`src/verilog/mcpi_pkg.sv`:
```
/*
  Shared constants, encodings and the configuration word layout for the
  motor control pin interface. Assumes a single 100 MHz core clock.
*/
package mcpi_pkg;
  // ********************************************************************
  // Clock and timing
  // ********************************************************************
  localparam int CLK_PERIOD_NS = 10;
  localparam int RAMP_TICK_NS = 1000;
  localparam int RAMP_TICK_CYC = (RAMP_TICK_NS + CLK_PERIOD_NS - 1) / CLK_PERIOD_NS;
  localparam int ALIGN_TIME_NS = 10000;
  localparam int ALIGN_CYC = (ALIGN_TIME_NS + CLK_PERIOD_NS - 1) / CLK_PERIOD_NS;
  localparam int SLEEP_ENTRY_NS = 100000;
  localparam int SLEEP_ENTRY_CYC = (SLEEP_ENTRY_NS + CLK_PERIOD_NS - 1) / CLK_PERIOD_NS;
  localparam int TIMER_W = 20;
  localparam int MEAS_WINDOW_CYC = 256;
  localparam int MEAS_CNT_W = 9;

  // ********************************************************************
  // Widths and pin slots
  // ********************************************************************
  localparam int SPD_W = 8;
  localparam int ACC_W = 16;
  localparam int FAULT_W = 8;
  localparam int FAULT_COAST_BIT = 7;
  localparam int PIN_NUM = 4;
  localparam int PIN_BRAKE = 0;
  localparam int PIN_DIR = 1;
  localparam int PIN_OUTPUT_DISABLE_PIN = 2;
  localparam int PIN_SPEED = 3;
  localparam logic [SPD_W-1:0] SPD_ZERO = 8'h00;
  localparam logic [SPD_W-1:0] SPD_MAX = 8'hFF;
  localparam logic [SPD_W-1:0] WAKE_ANALOG_THR = 8'h10;
  localparam logic [1:0] POS_FIRST = 2'h0;
  localparam logic [1:0] POS_LAST = 2'h2;
  localparam logic [2:0] PH_A = 3'h1;
  localparam logic [2:0] PH_B = 3'h2;
  localparam logic [2:0] PH_C = 3'h4;
  localparam logic [2:0] PH_NONE = 3'h0;
  localparam logic [2:0] PH_ALL = 3'h7;

  // ********************************************************************
  // Encodings
  // ********************************************************************
  typedef enum logic [1:0] {
    MCPI_SPD_PWM = 2'h0,
    MCPI_SPD_FREQ = 2'h1,
    MCPI_SPD_ANALOG = 2'h2,
    MCPI_SPD_I2C = 2'h3
  } mcpi_spd_mode_t;

  typedef enum logic [2:0] {
    MCPI_ST_IDLE = 3'h0,
    MCPI_ST_RESTART = 3'h1,
    MCPI_ST_RUN = 3'h3,
    MCPI_ST_BRAKE_RAMP = 3'h2,
    MCPI_ST_BRAKE = 3'h6,
    MCPI_ST_COAST = 3'h4
  } mcpi_motor_state_t;

  typedef enum logic [1:0] {
    MCPI_PWR_ACTIVE = 2'h0,
    MCPI_PWR_STANDBY = 2'h1,
    MCPI_PWR_SLEEP = 2'h3
  } mcpi_pwr_t;

  typedef struct packed {
    logic [SPD_W-1:0] i2c_speed;
    logic [SPD_W-1:0] brake_speed_thr;
    logic [3:0] ramp_step;
    logic sleep_sel;
    logic dir_ovr_val;
    logic dir_ovr_en;
    logic brake_ovr_val;
    logic brake_ovr_en;
    logic brake_align;
    mcpi_spd_mode_t speed_mode;
  } mcpi_cfg_t;

  localparam int CFG_W = 28;
  localparam logic [CFG_W-1:0] CFG_RESET_VAL = 28'h0000000;
endpackage

```
`src/verilog/mcpi_speed_if.sv`:
```
/*
  Carrier between the core and the speed input decoder.
  Assumes both ends run on the same core clock.
*/
`timescale 1ns/1ns
interface mcpi_speed_if;
  logic pin_level;
  mcpi_pkg::mcpi_spd_mode_t mode;
  logic [mcpi_pkg::SPD_W-1:0] adc_code;
  logic [mcpi_pkg::SPD_W-1:0] i2c_cmd;
  logic [mcpi_pkg::SPD_W-1:0] speed_cmd;
  logic wake;

  modport meas (input pin_level, input mode, input adc_code, input i2c_cmd, output speed_cmd, output wake);
  modport core (output pin_level, output mode, output adc_code, output i2c_cmd, input speed_cmd, input wake);
endinterface

```
`src/verilog/mcpi_sync.sv`:
```
/*
  Two-stage synchroniser bank for asynchronous control pins.
  Assumes inputs may change at any time relative to clk_in.
*/
`timescale 1ns/1ns
module mcpi_sync #(
  parameter int WIDTH = 4
) (
  input wire logic clk_in,
  input wire logic reset_in,
  input wire logic [WIDTH-1:0] async_in,
  output logic [WIDTH-1:0] sync_out
);
  logic [WIDTH-1:0] meta_ff;
  logic [WIDTH-1:0] sync_ff;

  genvar i;
  generate
    for (i = 0; i < WIDTH; i++)
    begin : g_bit
      always_ff @(posedge clk_in)
      begin
        if (reset_in)
        begin
          meta_ff[i] <= 1'b0;
          sync_ff[i] <= 1'b0;
        end
        else
        begin
          meta_ff[i] <= async_in[i];
          sync_ff[i] <= meta_ff[i];
        end
      end
    end
  endgenerate

  assign sync_out = sync_ff;
endmodule // mcpi_sync

```
`src/verilog/mcpi_speed_meas.sv`:
```
/*
  Speed input decoder: duty, frequency, analog or serial command.
  Assumes pin_level is already synchronised to clk_in.
*/
`timescale 1ns/1ns
module mcpi_speed_meas (
  input wire logic clk_in,
  input wire logic reset_in,
  mcpi_speed_if.meas spd
);
  logic pin_d_ff;
  logic [mcpi_pkg::MEAS_CNT_W-1:0] win_cnt_ff;
  logic [mcpi_pkg::MEAS_CNT_W-1:0] high_cnt_ff;
  logic [mcpi_pkg::MEAS_CNT_W-1:0] edge_cnt_ff;
  logic [mcpi_pkg::SPD_W-1:0] duty_ff;
  logic [mcpi_pkg::SPD_W-1:0] freq_ff;
  logic win_end;

  assign win_end = (win_cnt_ff == mcpi_pkg::MEAS_CNT_W'(mcpi_pkg::MEAS_WINDOW_CYC - 1));

  // Saturating window count; 256 would wrap to zero otherwise
  function automatic logic [mcpi_pkg::SPD_W-1:0] sat_cnt(input logic [mcpi_pkg::MEAS_CNT_W-1:0] c);
    sat_cnt = c[mcpi_pkg::MEAS_CNT_W-1] ? mcpi_pkg::SPD_MAX : c[mcpi_pkg::SPD_W-1:0];
  endfunction

  always_ff @(posedge clk_in)
  begin
    if (reset_in)
    begin
      pin_d_ff <= 1'b0;
      win_cnt_ff <= '0;
      high_cnt_ff <= '0;
      edge_cnt_ff <= '0;
      duty_ff <= mcpi_pkg::SPD_ZERO;
      freq_ff <= mcpi_pkg::SPD_ZERO;
    end
    else
    begin
      pin_d_ff <= spd.pin_level;
      if (win_end)
      begin
        win_cnt_ff <= '0;
        high_cnt_ff <= '0;
        edge_cnt_ff <= '0;
        duty_ff <= sat_cnt(high_cnt_ff + MEAS_ONE(spd.pin_level));
        freq_ff <= sat_cnt(edge_cnt_ff + MEAS_ONE(spd.pin_level & ~pin_d_ff));
      end
      else
      begin
        win_cnt_ff <= win_cnt_ff + 1'b1;
        high_cnt_ff <= high_cnt_ff + MEAS_ONE(spd.pin_level);
        edge_cnt_ff <= edge_cnt_ff + MEAS_ONE(spd.pin_level & ~pin_d_ff);
      end
    end
  end

  function automatic logic [mcpi_pkg::MEAS_CNT_W-1:0] MEAS_ONE(input logic b);
    MEAS_ONE = {{(mcpi_pkg::MEAS_CNT_W-1){1'b0}}, b};
  endfunction

  always_comb
  begin
    case (spd.mode)
      mcpi_pkg::MCPI_SPD_PWM: spd.speed_cmd = duty_ff;
      mcpi_pkg::MCPI_SPD_FREQ: spd.speed_cmd = freq_ff;
      mcpi_pkg::MCPI_SPD_ANALOG: spd.speed_cmd = spd.adc_code;
      default: spd.speed_cmd = spd.i2c_cmd;
    endcase
  end

  assign spd.wake = (spd.mode == mcpi_pkg::MCPI_SPD_ANALOG) ? (spd.adc_code > mcpi_pkg::WAKE_ANALOG_THR) :
                    spd.pin_level;
endmodule // mcpi_speed_meas

```
`src/verilog/mcpi_top.sv`:
```
/*
  Pin-level motor control: speed/wake, brake, direction, output disable,
  fault pin and configuration store. Assumes pins are asynchronous, the
  ADC code and fault events come from logic on clk_in, and an external
  non-volatile store presents its image on nvm_rd_data_in at reset.
*/
//
// Overview of operation
// - Brake held while brake input high
// - Brake style: low-side or align
// - Ramp down to threshold before braking
// - Serial override replaces brake pin
// - Direction high A-B-C, low A-C-B
// - Serial override replaces direction pin
// - Output disable forces coast, flags fault if in run state
// - Release of disable runs restart sequence
// - Output disable never sleeps the core
// - Only speed pin enters/leaves sleep
// - Speed pin sets speed and wakes
// - Speed pin: duty, frequency or analog
// - Speed from pin, analog or serial
// - Active-low fault pin, sticky fault status
// - Fixed state machine steered by settings
// - Settings saved to non-volatile store
`timescale 1ns/1ns
module mcpi_top #(
  parameter int SLEEP_ENTRY_CYC = mcpi_pkg::SLEEP_ENTRY_CYC
) (
  input wire logic clk_in,
  input wire logic reset_in,
  input wire logic brake_pin_in,
  input wire logic dir_pin_in,
  input wire logic output_disable_pin_in,
  input wire logic speed_wake_pin_in,
  input wire logic [mcpi_pkg::SPD_W-1:0] adc_speed_code_in,
  input wire logic cfg_wr_in,
  input wire logic [mcpi_pkg::CFG_W-1:0] cfg_data_in,
  input wire logic nvm_save_in,
  input wire logic [mcpi_pkg::CFG_W-1:0] nvm_rd_data_in,
  input wire logic [mcpi_pkg::FAULT_W-1:0] fault_events_in,
  input wire logic [mcpi_pkg::FAULT_W-1:0] fault_clear_in,
  output logic [2:0] hs_en_out,
  output logic [2:0] ls_en_out,
  output logic [2:0] motor_state_out,
  output logic [1:0] power_state_out,
  output logic [mcpi_pkg::SPD_W-1:0] speed_ref_out,
  output logic [mcpi_pkg::SPD_W-1:0] speed_cmd_out,
  output logic dir_eff_out,
  output logic fault_indicator_n_out,
  output logic [mcpi_pkg::FAULT_W-1:0] fault_status_out,
  output logic [mcpi_pkg::CFG_W-1:0] cfg_out,
  output logic nvm_wr_out,
  output logic [mcpi_pkg::CFG_W-1:0] nvm_wr_data_out
);
  // ********************************************************************
  // Declarations
  // ********************************************************************
  logic [mcpi_pkg::PIN_NUM-1:0] pins_sync;
  mcpi_pkg::mcpi_cfg_t cfg_ff;
  logic boot_load_ff;
  logic nvm_wr_ff;
  logic [mcpi_pkg::CFG_W-1:0] nvm_wr_data_ff;
  mcpi_pkg::mcpi_motor_state_t state_ff;
  mcpi_pkg::mcpi_motor_state_t nxt_state;
  mcpi_pkg::mcpi_pwr_t pwr_ff;
  logic [mcpi_pkg::TIMER_W-1:0] sleep_cnt_ff;
  logic [mcpi_pkg::TIMER_W-1:0] align_cnt_ff;
  logic [mcpi_pkg::TIMER_W-1:0] ramp_div_ff;
  logic ramp_tick;
  logic [mcpi_pkg::SPD_W-1:0] speed_ref_ff;
  logic [mcpi_pkg::SPD_W-1:0] nxt_speed_ref;
  logic [mcpi_pkg::SPD_W-1:0] speed_cmd_ff;
  logic [mcpi_pkg::ACC_W-1:0] acc_ff;
  logic [1:0] pos_ff;
  logic [2:0] hs_en_ff;
  logic [2:0] ls_en_ff;
  logic [2:0] nxt_hs;
  logic [2:0] nxt_ls;
  logic dir_eff_ff;
  logic [mcpi_pkg::FAULT_W-1:0] fault_ff;
  logic [mcpi_pkg::FAULT_W-1:0] nxt_fault;
  logic fault_n_ff;
  logic brake_eff;
  logic dir_eff;
  logic drv_off;
  logic align_done;
  logic step;
  logic [mcpi_pkg::ACC_W:0] acc_sum;
  logic [mcpi_pkg::SPD_W:0] ramp_up;
  logic [mcpi_pkg::SPD_W-1:0] ramp_step;

  mcpi_speed_if spd_if ();

  // ********************************************************************
  // Pin synchronisers and speed decoder
  // ********************************************************************
  mcpi_sync #(
    .WIDTH(mcpi_pkg::PIN_NUM)
  ) u_sync (
    .clk_in(clk_in),
    .reset_in(reset_in),
    .async_in({speed_wake_pin_in, output_disable_pin_in, dir_pin_in, brake_pin_in}),
    .sync_out(pins_sync)
  );

  assign spd_if.pin_level = pins_sync[mcpi_pkg::PIN_SPEED];
  assign spd_if.mode = cfg_ff.speed_mode;
  assign spd_if.adc_code = adc_speed_code_in;
  assign spd_if.i2c_cmd = cfg_ff.i2c_speed;

  mcpi_speed_meas u_meas (
    .clk_in(clk_in),
    .reset_in(reset_in),
    .spd(spd_if.meas)
  );

  assign brake_eff = cfg_ff.brake_ovr_en ? cfg_ff.brake_ovr_val : pins_sync[mcpi_pkg::PIN_BRAKE];
  assign dir_eff = cfg_ff.dir_ovr_en ? cfg_ff.dir_ovr_val : pins_sync[mcpi_pkg::PIN_DIR];
  assign drv_off = pins_sync[mcpi_pkg::PIN_OUTPUT_DISABLE_PIN];

  // ********************************************************************
  // Configuration store
  // ********************************************************************
  // Boot load and save to store
  always_ff @(posedge clk_in)
  begin
    if (reset_in)
    begin
      cfg_ff <= mcpi_pkg::mcpi_cfg_t'(mcpi_pkg::CFG_RESET_VAL);
      boot_load_ff <= 1'b1;
      nvm_wr_ff <= 1'b0;
      nvm_wr_data_ff <= mcpi_pkg::CFG_RESET_VAL;
    end
    else
    begin
      boot_load_ff <= 1'b0;
      nvm_wr_ff <= nvm_save_in & ~boot_load_ff;
      if (nvm_save_in & ~boot_load_ff)
      begin
        nvm_wr_data_ff <= cfg_ff;
      end
      // Image taken once after release, so a strap-like level is never reset logic
      if (boot_load_ff)
      begin
        cfg_ff <= mcpi_pkg::mcpi_cfg_t'(nvm_rd_data_in);
      end
      else if (cfg_wr_in)
      begin
        cfg_ff <= mcpi_pkg::mcpi_cfg_t'(cfg_data_in);
      end
    end
  end

  // ********************************************************************
  // Power state
  // ********************************************************************
  // Sleep entry and exit from speed pin
  // Output disable plays no part here
  always_ff @(posedge clk_in)
  begin
    if (reset_in)
    begin
      pwr_ff <= mcpi_pkg::MCPI_PWR_ACTIVE;
      sleep_cnt_ff <= '0;
    end
    else if (spd_if.wake)
    begin
      pwr_ff <= mcpi_pkg::MCPI_PWR_ACTIVE;
      sleep_cnt_ff <= '0;
    end
    else if (pwr_ff == mcpi_pkg::MCPI_PWR_ACTIVE)
    begin
      if (sleep_cnt_ff == mcpi_pkg::TIMER_W'(SLEEP_ENTRY_CYC - 1))
      begin
        pwr_ff <= cfg_ff.sleep_sel ? mcpi_pkg::MCPI_PWR_SLEEP : mcpi_pkg::MCPI_PWR_STANDBY;
        sleep_cnt_ff <= '0;
      end
      else
      begin
        sleep_cnt_ff <= sleep_cnt_ff + 1'b1;
      end
    end
  end

  // ********************************************************************
  // Motor state machine
  // ********************************************************************
  assign align_done = (align_cnt_ff == mcpi_pkg::TIMER_W'(mcpi_pkg::ALIGN_CYC - 1));

  always_comb
  begin
    nxt_state = state_ff;
    if (pwr_ff != mcpi_pkg::MCPI_PWR_ACTIVE)
    begin
      nxt_state = mcpi_pkg::MCPI_ST_IDLE;
    end
    else if (drv_off)
    begin
      nxt_state = mcpi_pkg::MCPI_ST_COAST;
    end
    else
    begin
      case (state_ff)
        mcpi_pkg::MCPI_ST_IDLE:
          if (brake_eff)
            nxt_state = mcpi_pkg::MCPI_ST_BRAKE_RAMP;
          else if (spd_if.speed_cmd != mcpi_pkg::SPD_ZERO)
            nxt_state = mcpi_pkg::MCPI_ST_RESTART;
        mcpi_pkg::MCPI_ST_RESTART:
          if (brake_eff)
            nxt_state = mcpi_pkg::MCPI_ST_BRAKE_RAMP;
          else if (align_done)
            nxt_state = mcpi_pkg::MCPI_ST_RUN;
        mcpi_pkg::MCPI_ST_RUN:
          if (brake_eff)
            nxt_state = mcpi_pkg::MCPI_ST_BRAKE_RAMP;
          else if (spd_if.speed_cmd == mcpi_pkg::SPD_ZERO && speed_ref_ff == mcpi_pkg::SPD_ZERO)
            nxt_state = mcpi_pkg::MCPI_ST_IDLE;
        // Brake only at or below threshold
        mcpi_pkg::MCPI_ST_BRAKE_RAMP:
          if (!brake_eff)
            nxt_state = mcpi_pkg::MCPI_ST_RUN;
          else if (speed_ref_ff <= cfg_ff.brake_speed_thr)
            nxt_state = mcpi_pkg::MCPI_ST_BRAKE;
        mcpi_pkg::MCPI_ST_BRAKE:
          if (!brake_eff)
            nxt_state = (spd_if.speed_cmd != mcpi_pkg::SPD_ZERO) ? mcpi_pkg::MCPI_ST_RESTART :
                        mcpi_pkg::MCPI_ST_IDLE;
        mcpi_pkg::MCPI_ST_COAST:
          nxt_state = mcpi_pkg::MCPI_ST_RESTART;
        default:
          nxt_state = mcpi_pkg::MCPI_ST_IDLE;
      endcase
    end
  end

  always_ff @(posedge clk_in)
  begin
    if (reset_in)
      state_ff <= mcpi_pkg::MCPI_ST_IDLE;
    else
      state_ff <= nxt_state;
  end

  // Align timer restarts on every entry to the restart sequence
  always_ff @(posedge clk_in)
  begin
    if (reset_in || state_ff != mcpi_pkg::MCPI_ST_RESTART)
      align_cnt_ff <= '0;
    else if (!align_done)
      align_cnt_ff <= align_cnt_ff + 1'b1;
  end

  // ********************************************************************
  // Speed ramp
  // ********************************************************************
  assign ramp_tick = (ramp_div_ff == mcpi_pkg::TIMER_W'(mcpi_pkg::RAMP_TICK_CYC - 1));
  assign ramp_step = {4'h0, cfg_ff.ramp_step};
  assign ramp_up = {1'b0, speed_ref_ff} + {1'b0, ramp_step};

  always_ff @(posedge clk_in)
  begin
    if (reset_in || ramp_tick)
      ramp_div_ff <= '0;
    else
      ramp_div_ff <= ramp_div_ff + 1'b1;
  end

  // Ramp toward command while running, toward zero while brake pending
  always_comb
  begin
    nxt_speed_ref = speed_ref_ff;
    if (state_ff == mcpi_pkg::MCPI_ST_RUN && ramp_tick)
    begin
      if (speed_ref_ff < spd_if.speed_cmd)
        nxt_speed_ref = (ramp_up > {1'b0, spd_if.speed_cmd}) ? spd_if.speed_cmd : ramp_up[mcpi_pkg::SPD_W-1:0];
      else if (speed_ref_ff - spd_if.speed_cmd > ramp_step)
        nxt_speed_ref = speed_ref_ff - ramp_step;
      else
        nxt_speed_ref = spd_if.speed_cmd;
    end
    else if (state_ff == mcpi_pkg::MCPI_ST_BRAKE_RAMP && ramp_tick)
    begin
      nxt_speed_ref = (speed_ref_ff > ramp_step) ? speed_ref_ff - ramp_step : mcpi_pkg::SPD_ZERO;
    end
    else if (state_ff != mcpi_pkg::MCPI_ST_RUN && state_ff != mcpi_pkg::MCPI_ST_BRAKE_RAMP)
    begin
      nxt_speed_ref = mcpi_pkg::SPD_ZERO;
    end
  end

  always_ff @(posedge clk_in)
  begin
    if (reset_in)
    begin
      speed_ref_ff <= mcpi_pkg::SPD_ZERO;
      speed_cmd_ff <= mcpi_pkg::SPD_ZERO;
    end
    else
    begin
      speed_ref_ff <= nxt_speed_ref;
      speed_cmd_ff <= spd_if.speed_cmd;
    end
  end

  // ********************************************************************
  // Commutation
  // ********************************************************************
  assign acc_sum = {1'b0, acc_ff} + {{(mcpi_pkg::ACC_W-mcpi_pkg::SPD_W+1){1'b0}}, speed_ref_ff};
  assign step = acc_sum[mcpi_pkg::ACC_W];

  always_ff @(posedge clk_in)
  begin
    if (reset_in || state_ff == mcpi_pkg::MCPI_ST_RESTART)
    begin
      acc_ff <= '0;
      pos_ff <= mcpi_pkg::POS_FIRST;
    end
    else
    begin
      acc_ff <= acc_sum[mcpi_pkg::ACC_W-1:0];
      if (step)
        pos_ff <= (pos_ff == mcpi_pkg::POS_LAST) ? mcpi_pkg::POS_FIRST : pos_ff + 1'b1;
    end
  end

  function automatic logic [2:0] phase_of(input logic [1:0] pos, input logic dir);
    case (pos)
      2'h0: phase_of = mcpi_pkg::PH_A;
      2'h1: phase_of = dir ? mcpi_pkg::PH_B : mcpi_pkg::PH_C;
      default: phase_of = dir ? mcpi_pkg::PH_C : mcpi_pkg::PH_B;
    endcase
  endfunction

  // Bridge pattern per state; coast keeps every switch off
  always_comb
  begin
    nxt_hs = mcpi_pkg::PH_NONE;
    nxt_ls = mcpi_pkg::PH_NONE;
    case (nxt_state)
      mcpi_pkg::MCPI_ST_RESTART:
      begin
        nxt_hs = mcpi_pkg::PH_A;
        nxt_ls = mcpi_pkg::PH_B | mcpi_pkg::PH_C;
      end
      mcpi_pkg::MCPI_ST_RUN, mcpi_pkg::MCPI_ST_BRAKE_RAMP:
      begin
        nxt_hs = phase_of(pos_ff, dir_eff);
        nxt_ls = phase_of((pos_ff == mcpi_pkg::POS_LAST) ? mcpi_pkg::POS_FIRST : pos_ff + 1'b1, dir_eff);
      end
      mcpi_pkg::MCPI_ST_BRAKE:
      begin
        nxt_hs = cfg_ff.brake_align ? mcpi_pkg::PH_A : mcpi_pkg::PH_NONE;
        nxt_ls = cfg_ff.brake_align ? (mcpi_pkg::PH_B | mcpi_pkg::PH_C) : mcpi_pkg::PH_ALL;
      end
      default:
      begin
        nxt_hs = mcpi_pkg::PH_NONE;
        nxt_ls = mcpi_pkg::PH_NONE;
      end
    endcase
  end

  always_ff @(posedge clk_in)
  begin
    if (reset_in)
    begin
      hs_en_ff <= mcpi_pkg::PH_NONE;
      ls_en_ff <= mcpi_pkg::PH_NONE;
      dir_eff_ff <= 1'b0;
    end
    else
    begin
      hs_en_ff <= nxt_hs;
      ls_en_ff <= nxt_ls;
      dir_eff_ff <= dir_eff;
    end
  end

  // ********************************************************************
  // Faults
  // ********************************************************************
  // Disable while in the run state flags a fault
  // Sticky status, set wins over clear
  always_comb
  begin
    nxt_fault = (fault_ff & ~fault_clear_in) | fault_events_in;
    if (drv_off && state_ff == mcpi_pkg::MCPI_ST_RUN)
      nxt_fault[mcpi_pkg::FAULT_COAST_BIT] = 1'b1;
  end

  always_ff @(posedge clk_in)
  begin
    if (reset_in)
    begin
      fault_ff <= '0;
      fault_n_ff <= 1'b1;
    end
    else
    begin
      fault_ff <= nxt_fault;
      fault_n_ff <= ~|nxt_fault;
    end
  end

  // ********************************************************************
  // Outputs
  // ********************************************************************
  assign hs_en_out = hs_en_ff;
  assign ls_en_out = ls_en_ff;
  assign motor_state_out = state_ff;
  assign power_state_out = pwr_ff;
  assign speed_ref_out = speed_ref_ff;
  assign speed_cmd_out = speed_cmd_ff;
  assign dir_eff_out = dir_eff_ff;
  assign fault_indicator_n_out = fault_n_ff;
  assign fault_status_out = fault_ff;
  assign cfg_out = cfg_ff;
  assign nvm_wr_out = nvm_wr_ff;
  assign nvm_wr_data_out = nvm_wr_data_ff;
endmodule // mcpi_top

```
`config.mk`:
```
export PLATFORM = sky130hd
export DESIGN_NAME = mcpi_top
export DESIGN_NICKNAME = d
export VERILOG_FILES = /design/src/verilog/mcpi_pkg.sv /design/src/verilog/mcpi_speed_if.sv /design/src/verilog/mcpi_sync.sv /design/src/verilog/mcpi_speed_meas.sv /design/src/verilog/mcpi_top.sv
export SDC_FILE = /design/constraint.sdc
export NUM_CORES = 1
export LEC_CHECK = 0
export BUFFER_PORTS_ARGS = -buffer_cell sky130_fd_sc_hd__buf_2
export CAP_MARGIN = 30
export CORE_UTILIZATION = 40
export CTS_CLUSTER_SIZE = 16
export DETAILED_ROUTE_END_ITERATION = 6
export SYNTH_ARGS = -nofsm -noshare
export SYNTH_HDL_FRONTEND = slang
export SYNTH_SLANG_ARGS = --single-unit
```
`constraint.sdc`:
```
create_clock -name clk_in -period 4.4 [get_ports clk_in]
set_input_delay 0 -clock clk_in [delete_from_list [all_inputs] [get_ports clk_in]]
set_output_delay 0 -clock clk_in [all_outputs]
set_load 0.005 [all_outputs]
```
==> results of run 1 <==
-- Yosys cell counts (3+ instances only) --
| cell | count | area [sq um] |
|---|---|---|
| nand2b_1 | 12 | 75.1 |
| dfxtp_1 | 225 | 4500 |
| xnor2_1 | 30 | 263 |
| or4_1 | 9 | 67.6 |
| fa_1 | 4 | 80.1 |
| and4_1 | 6 | 52.6 |
| a22oi_1 | 3 | 22.5 |
| xor2_1 | 59 | 517 |
| o21bai_1 | 4 | 30.0 |
| o21ai_0 | 32 | 160 |
| nor2b_1 | 23 | 144 |
| nor3_1 | 16 | 80.1 |
| and2_1 | 14 | 87.6 |
| nand3_1 | 33 | 165 |
| nor4_1 | 5 | 31.3 |
| nor4b_1 | 3 | 26.3 |
| buf_1 | 9 | 33.8 |
| o21ai_1 | 3 | 15.0 |
| mux4_2 | 8 | 180 |
| a211oi_1 | 21 | 158 |
| a21oi_1 | 113 | 566 |
| buf_2 | 3 | 15.0 |
| inv_1 | 55 | 206 |
| nand4_1 | 18 | 113 |
| a2111oi_0 | 3 | 26.3 |
| o21a_1 | 5 | 37.5 |
| o211ai_1 | 5 | 37.5 |
| nand2_1 | 126 | 473 |
| clkbuf_1 | 42 | 158 |
| nor2_1 | 216 | 811 |
| mux2i_1 | 35 | 350 |
| and3_1 | 24 | 150 |
| a21o_1 | 8 | 60.1 |
| or3_1 | 16 | 100 |
| ha_1 | 53 | 663 |
-- sequential cells by signal, summed over array words and instances (netlist names), 16 cells and up --
signal,count
sleep_cnt_ff,20
cfg_out,18
nvm_wr_data_out,28
ramp_div_ff,20
acc_ff,16
align_cnt_ff,20
-- tightest hold or removal path, delay by kind of cell --
family          cells  cell delay [ns]
buf+inv             1             0.09
simple gates        2             0.15
compound gates      2             0.28
-- cell type report --
| type | count | share of cell area |
|---|---|---|
| Clock inverter | 12 | 0.0112 |
| Sequential cell | 225 | 0.326 |
| Multi-Input combinational cell | 950 | 0.429 |
| Inverter | 55 | 0.0149 |
| Tap cell | 335 | 0.0303 |
| Timing Repair Buffer | 277 | 0.134 |
| Clock buffer | 38 | 0.0547 |
-- layer usage --
metal	part of all wire	GRT usage	wire length (um)	vias to the layer above
met5	0	0	0	-
met4	0.016	0.0531	499	0
met3	0.061	0.0425	1880	33
met2	0.46	0.372	14300	268
met1	0.46	0.289	14100	4588
li1	-	-	-	4922
-- worst min-delay path by stage --
| stage | end | cells after the start | slack (ns) | startpoint |
|---|---|---|---|---|
| 6_report | power_state_out[0] | 5 | 0.02 | adc_speed_code_in[6] |
| 4_1_cts | power_state_out[0] | 5 | 0.004 | adc_speed_code_in[6] |
| 3_5_place_dp | u_sync.meta_ff[2] | 2 | 0.22 | output_disable_pin_in |
| 3_3_place_gp | fault_status_out[2] | 3 | 0.22 | fault_events_in[2] |
| 5_1_grt | power_state_out[0] | 5 | 0.002 | adc_speed_code_in[5] |
| 2_1_floorplan | boot_load_ff | 0 | 0.03 | reset_in |
-- through the flow --
step / instances / instance area, sq um
final: 1892 / 13800
after global routing: 1892 / 13800
after CTS: 1891 / 13800
after detailed placement: 1763 / 12100
after global placement: 1762 / 12100
after floorplan: 1284 / 10800
-- repair_timing --
action	4_1_cts	5_1_grt
endpoints found under the hold margin	48	0
resized for setup	0	2
setup endpoints to repair	0	2
hold buffers	78	0
-- cells by family (layout without fill, tap and decap cells) --
group / Yosys count / count (layout) / synth area share
AND/OR/NAND/NOR: 534 / 534 / 0.230
AO/OA/AOI/OAI: 226 / 226 / 0.126
buffers and inverters: 109 / 382 / 0.0381
adder cells (fa/ha/maj): 57 / 57 / 0.0685
multiplexers: 44 / 44 / 0.0500
XOR/XNOR: 89 / 89 / 0.0719
flip-flops: 225 / 225 / 0.415
-- power by group through the flow --
| stage | Sequential [W] | Clock [W] | Combinational [W] |
|---|---|---|---|
| 2_1_floorplan | 0.00218 | 0 | 0.000350 |
| 3_5_place_dp | 0.00220 | 0 | 0.000536 |
| 6_report | 0.00215 | 0.00227 | 0.000615 |
| 5_1_grt | 0.00216 | 0.00240 | 0.000682 |
| 3_3_place_gp | 0.00220 | 0 | 0.000528 |
| 4_1_cts | 0.00215 | 0.00232 | 0.000606 |
==> flow_metrics.tcl, run 1 <==
set metrics [dict create \
    clkLatencyLatePin_ns 0.54 \
    grt_usage 0.220 \
    cp_top_family "compound AO/OA/AOI/OAI gates" \
    avgViaCountPerCell 5.19 \
    nets 1681 \
    rr_worst_depth 15 \
    setup_ws_ns 0.399 \
    holdWs_ns 0.0210 \
    clock_sinks 225 \
    crit_cells 15 \
    finalSetupViolCount 0 \
    finalSetupTns_ns 0 \
    worst-path-buf-inv 1 \
    p_total_w 0.00503 \
    post_cts_buffers 0 \
    drive_above_1_share 0.168 \
    dieWidth_um 167 \
    cp_max_fo 9 \
    timing.fmax_ghz 0.250 \
    tritoncts "built" \
    avgSynthCellArea_sq_um 8.44 \
    cp.arrival_ns 4.41 \
    io_pins 182 \
    synthFlopType "dfxtp_1" \
    path_clk_slew_ns 0.06 \
    max_stage_delay_ns 0.60 \
    p_leak_nw 5.81 \
    post-route-min-period_ns 4.00 \
    r2r_end "speed_ref_out[5]" \
    drc_errors 0 \
    seq_area_sq_um 4510 \
    grt_pass1_vias 9486 \
    status "completed" \
    grt_antenna_before_repair 0 \
    vias 9811 \
    crit_top_cell "a21oi_1" \
    power_frac_comb 0.122 \
    vdd_drop_max_v 0.000242 \
    area_growth_pct 27.6 \
    place_ws_ns 0.305 \
    io_buffers 181 \
    diodes 0 \
    path_cells "mux4_2, inv_1, ha_1, nand2b_1, nand2b_1, a21oi_1, xnor2_1, ha_1, a21oi_1, o21ai_0, a2111oi_1, and2_2, o21ai_1, a222oi_1, a21oi_1" \
    syn-num-nets 1429 \
    grt.overflow.total 0 \
    mostFrequentLayoutCells "dfxtp_1 (224), nor2_1 (216), buf_2 (180), nand2_1 (126), a21oi_1 (113)" \
    r2r-start "spd_if.mode[0]" \
    syn_area_sq_um 10800 \
    crit_start "spd_if.mode[0]" \
    cap_violations 0 \
    dpl.hpwl_mm 21.9 \
    powerDensity_nw_per_um2 364 \
    netlist_instances 1284 \
    ys.warnings.count 0 \
    crit_path_top_delay_cell "mux4_2" \
    root_buffer "clkbuf_16" \
    multiInputGateArea_sq_um 5930 \
    fillerInstances 2500 \
    grt_pass1_wl_mm 49.2 \
    slew_headroom 0.346 \
    cts_buffer_depth 3 \
    ys_seq_area_frac 0.415 \
    drt_wl_total_mm 30.7 \
    path_class "register to register" \
    p_sw_w 0.00127 \
    synth.distinct_cells 69 \
    timing_worst_slew_pin_value_ns 0.982 \
    async_flop_share 0 \
    finalHoldViolCount 0 \
    switching_share 0.252 \
    coreArea_sq_um 26400 \
    cp.required_ns 4.81 \
    cts_max_level 1 \
    ys_ff_latch 225 \
    drtIter0Drc 569 \
    slew_violations 0 \
    hp-class "primary input to register" \
    cp-endpoint "speed_ref_out[5]" \
    synth_edf_count 0 \
    fin_util 0.525 \
    rows 59 \
    cts-buffers-inserted 27 \
    fin_skew_ns 0.00891 \
    end_kind "register" \
    reg2reg_slack_ns 0.40 \
    final_common_cell "dfxtp_1" \
    crit_path_start_kind "register" \
    fp.dieH_um 167 \
    rsz0062_at_grt "false" \
    clkPwrFrac 0.450 \
    postRouteAntennaNets 0 \
    p_int_w 0.00376 \
    dieArea_sq_um 27800 \
    firstDrtPassIters 5 \
    fin_crit_sh 0.909 \
    grt_max_degree 91 \
    initial_core_util 0.411 \
    post_drt_wl_per_cell_um 16.2 \
    globalplace.congestion 0.904 \
    seqPwrFrac 0.428 \
]
(Power assumes the default switching activity.)
==> run 2: changes to the inputs <==
==> constraint.sdc (replaced) <==
create_clock -name clk_in -period 3.5 [get_ports clk_in]
set_input_delay 0 -clock clk_in [delete_from_list [all_inputs] [get_ports clk_in]]
set_output_delay 0 -clock clk_in [all_outputs]
set_load 0.005 [all_outputs]
==> run 2 against run 1 <==
  * Die area is the same
  * Final cell count grew 4.2%
  * Global-route usage grew 0.85 points
  * Total power grew 32%
  * Critical path type unchanged
  * Highest routed layer unchanged
==> flow_metrics.tcl, run 2 (synthesized netlist as in run 1, its figures left out) <==
set metrics [dict create \
    timing_worst_slew_pin_value_ns 0.980 \
    fillerInstances 2416 \
    rsz0062_at_grt "true" \
    slew_headroom 0.346 \
    io_pins 182 \
    place_ws_ns -0.181 \
    dp.cells 1821 \
    p_total_w 0.00665 \
    crit_top_cell "buf_4" \
    mostFrequentLayoutCells "dfxtp_1 (220), nor2_1 (215), buf_2 (180), nand2_1 (126), a21oi_1 (109)" \
    dpl.hpwl_mm 23.3 \
    cap_violations 0 \
    cp.arrival_ns 3.79 \
    drive_above_1_share 0.218 \
    finalHoldViolCount 0 \
    fin_cells 1971 \
    grt_usage 0.229 \
    fin_crit_sh 0.971 \
    firstDrtPassIters 6 \
    drt_wl_total_mm 32.3 \
    dieArea_sq_um 27800 \
    fin_skew_ns 0.0184 \
    nets 1762 \
    vdd_drop_max_v 0.000317 \
    grt_max_degree 57 \
    holdWs_ns 0.0173 \
    coreArea_sq_um 26400 \
    finalSetupViolCount 0 \
    hp-class "primary input to register" \
    post_drt_wl_per_cell_um 16.4 \
    dr_wl_met2_mm 14.6 \
    fp.dieH_um 167 \
    rows 59 \
    drc_errors 0 \
    path_clk_slew_ns 0.06 \
    postRouteAntennaNets 0 \
    vias 10235 \
    cts_max_level 1 \
    initial_core_util 0.411 \
    powerDensity_nw_per_um2 453 \
    grt_pass1_vias 10038 \
    root_buffer "clkbuf_16" \
    path_cells "mux4_2, inv_2, buf_4, buf_4, fa_1, xor2_1, ha_1, nand4_1, a2111oi_2, and2_4, o21ai_4, a222oi_1, a21oi_1" \
    dieWidth_um 167 \
    grt.overflow.total 0 \
    clkLatencyLatePin_ns 0.55 \
    globalplace.congestion 0.879 \
    timing.fmax_ghz 0.294 \
    grt_antenna_before_repair 0 \
    wl_met1_mm 14.7 \
    multiInputGateArea_sq_um 6090 \
    seq_area_sq_um 4520 \
    cts-buffers-inserted 26 \
    status "completed" \
    clock_sinks 225 \
    tritoncts "built" \
    crit_path_start_kind "register" \
    post-route-min-period_ns 3.40 \
    end_kind "register" \
    cp.required_ns 3.89 \
    area_growth_pct 35.5 \
    largest_reg_flops 28 \
    cts_buffer_depth 3 \
    finalSetupTns_ns 0 \
    diodes 0 \
    p_leak_nw 6.29 \
    top_layer_used "met4" \
    met3_length_mm 1.99 \
    avgViaCountPerCell 5.19 \
    path_class "register to register" \
    cp_max_fo 5 \
    crit_path_top_delay_cell "fa_1" \
    setup_ws_ns 0.100 \
    drtIter0Drc 657 \
    final_common_cell "dfxtp_1" \
    max_stage_delay_ns 0.47 \
    slew_violations 0 \
    grt_pass1_wl_mm 51.3 \
    io_buffers 181 \
]
## run 2: cell count changes in the layout (fill, tap and decap cells not counted), moves of 4 or more
cell           delta
buf_4            +67
dlygate4sd3_1    +17
clkbuf_1          -5
a21oi_1           -4
clkbuf_8          +4
dfxtp_1           -4
## run 2: stage by stage
stage / instance area (sq um) / utilization
after floorplan: 10900 / -
after CTS: 14500 / 0.550
after global placement: 12500 / 0.476
after detailed placement: 12500 / 0.476
final: 14700 / 0.558
after global routing: 14700 / 0.558
## run 2: path summary, 6_finish.rpt
check | start | to | slack (ns) | cells past startpoint
setup reg to reg | spd_if.mode[0] | speed_ref_out[5] | 0.10 | 13
setup / recovery | spd_if.mode[0] | speed_ref_out[5] | 0.10 | 13
hold reg to reg | u_sync.meta_ff[1] | u_sync.sync_out[1] | 0.44 | 1
hold / removal | adc_speed_code_in[5] | power_state_out[0] | 0.02 | 5
## run 2: layer usage
| metal | global-route usage | vias to the layer above |
|---|---|---|
| li1 | - | 5078 |
| met1 | 0.300 | 4753 |
| met2 | 0.380 | 331 |
| met3 | 0.0399 | 73 |
| met4 | 0.0769 | 0 |
| met5 | 0 | - |
## run 2: final cells by class
class                           instances  area share
Clock inverter                         11      0.0142
Inverter                               55      0.0140
Multi-Input combinational cell        950       0.415
Tap cell                              335      0.0285
Timing Repair Buffer                  359       0.169
Sequential cell                       225       0.307
Clock buffer                           36      0.0523
## run 2: critical path, delay by kind of cell (launching register included)
kind,cells,cell delay [ns]
muxes,1,0.36
adders and majority gates,2,0.76
DFF,1,0.36
buffers and inverters,3,0.30
and+or+nand+nor,2,0.38
xor gates and xnor gates,1,0.19
AOI/OAI and AO/OA,4,0.88
## run 2: power breakdown
part	switching (W)	internal, W	total (W)	leakage, nW
registers	0.0000636	0.00263	0.00270	1.83
logic	0.000476	0.000467	0.000943	3.98
clock network	0.00111	0.00190	0.00301	0.482
total	0.00165	0.00500	0.00665	6.29
## run 2: repair_timing
action,4_1_cts,5_1_grt
hold endpoints to repair,64,0
hold buffers,95,0
cloned,0,0
gates resized for setup,5,29
setup buffers,0,8
endpoints found under the setup margin,7,8
pin swaps,0,19
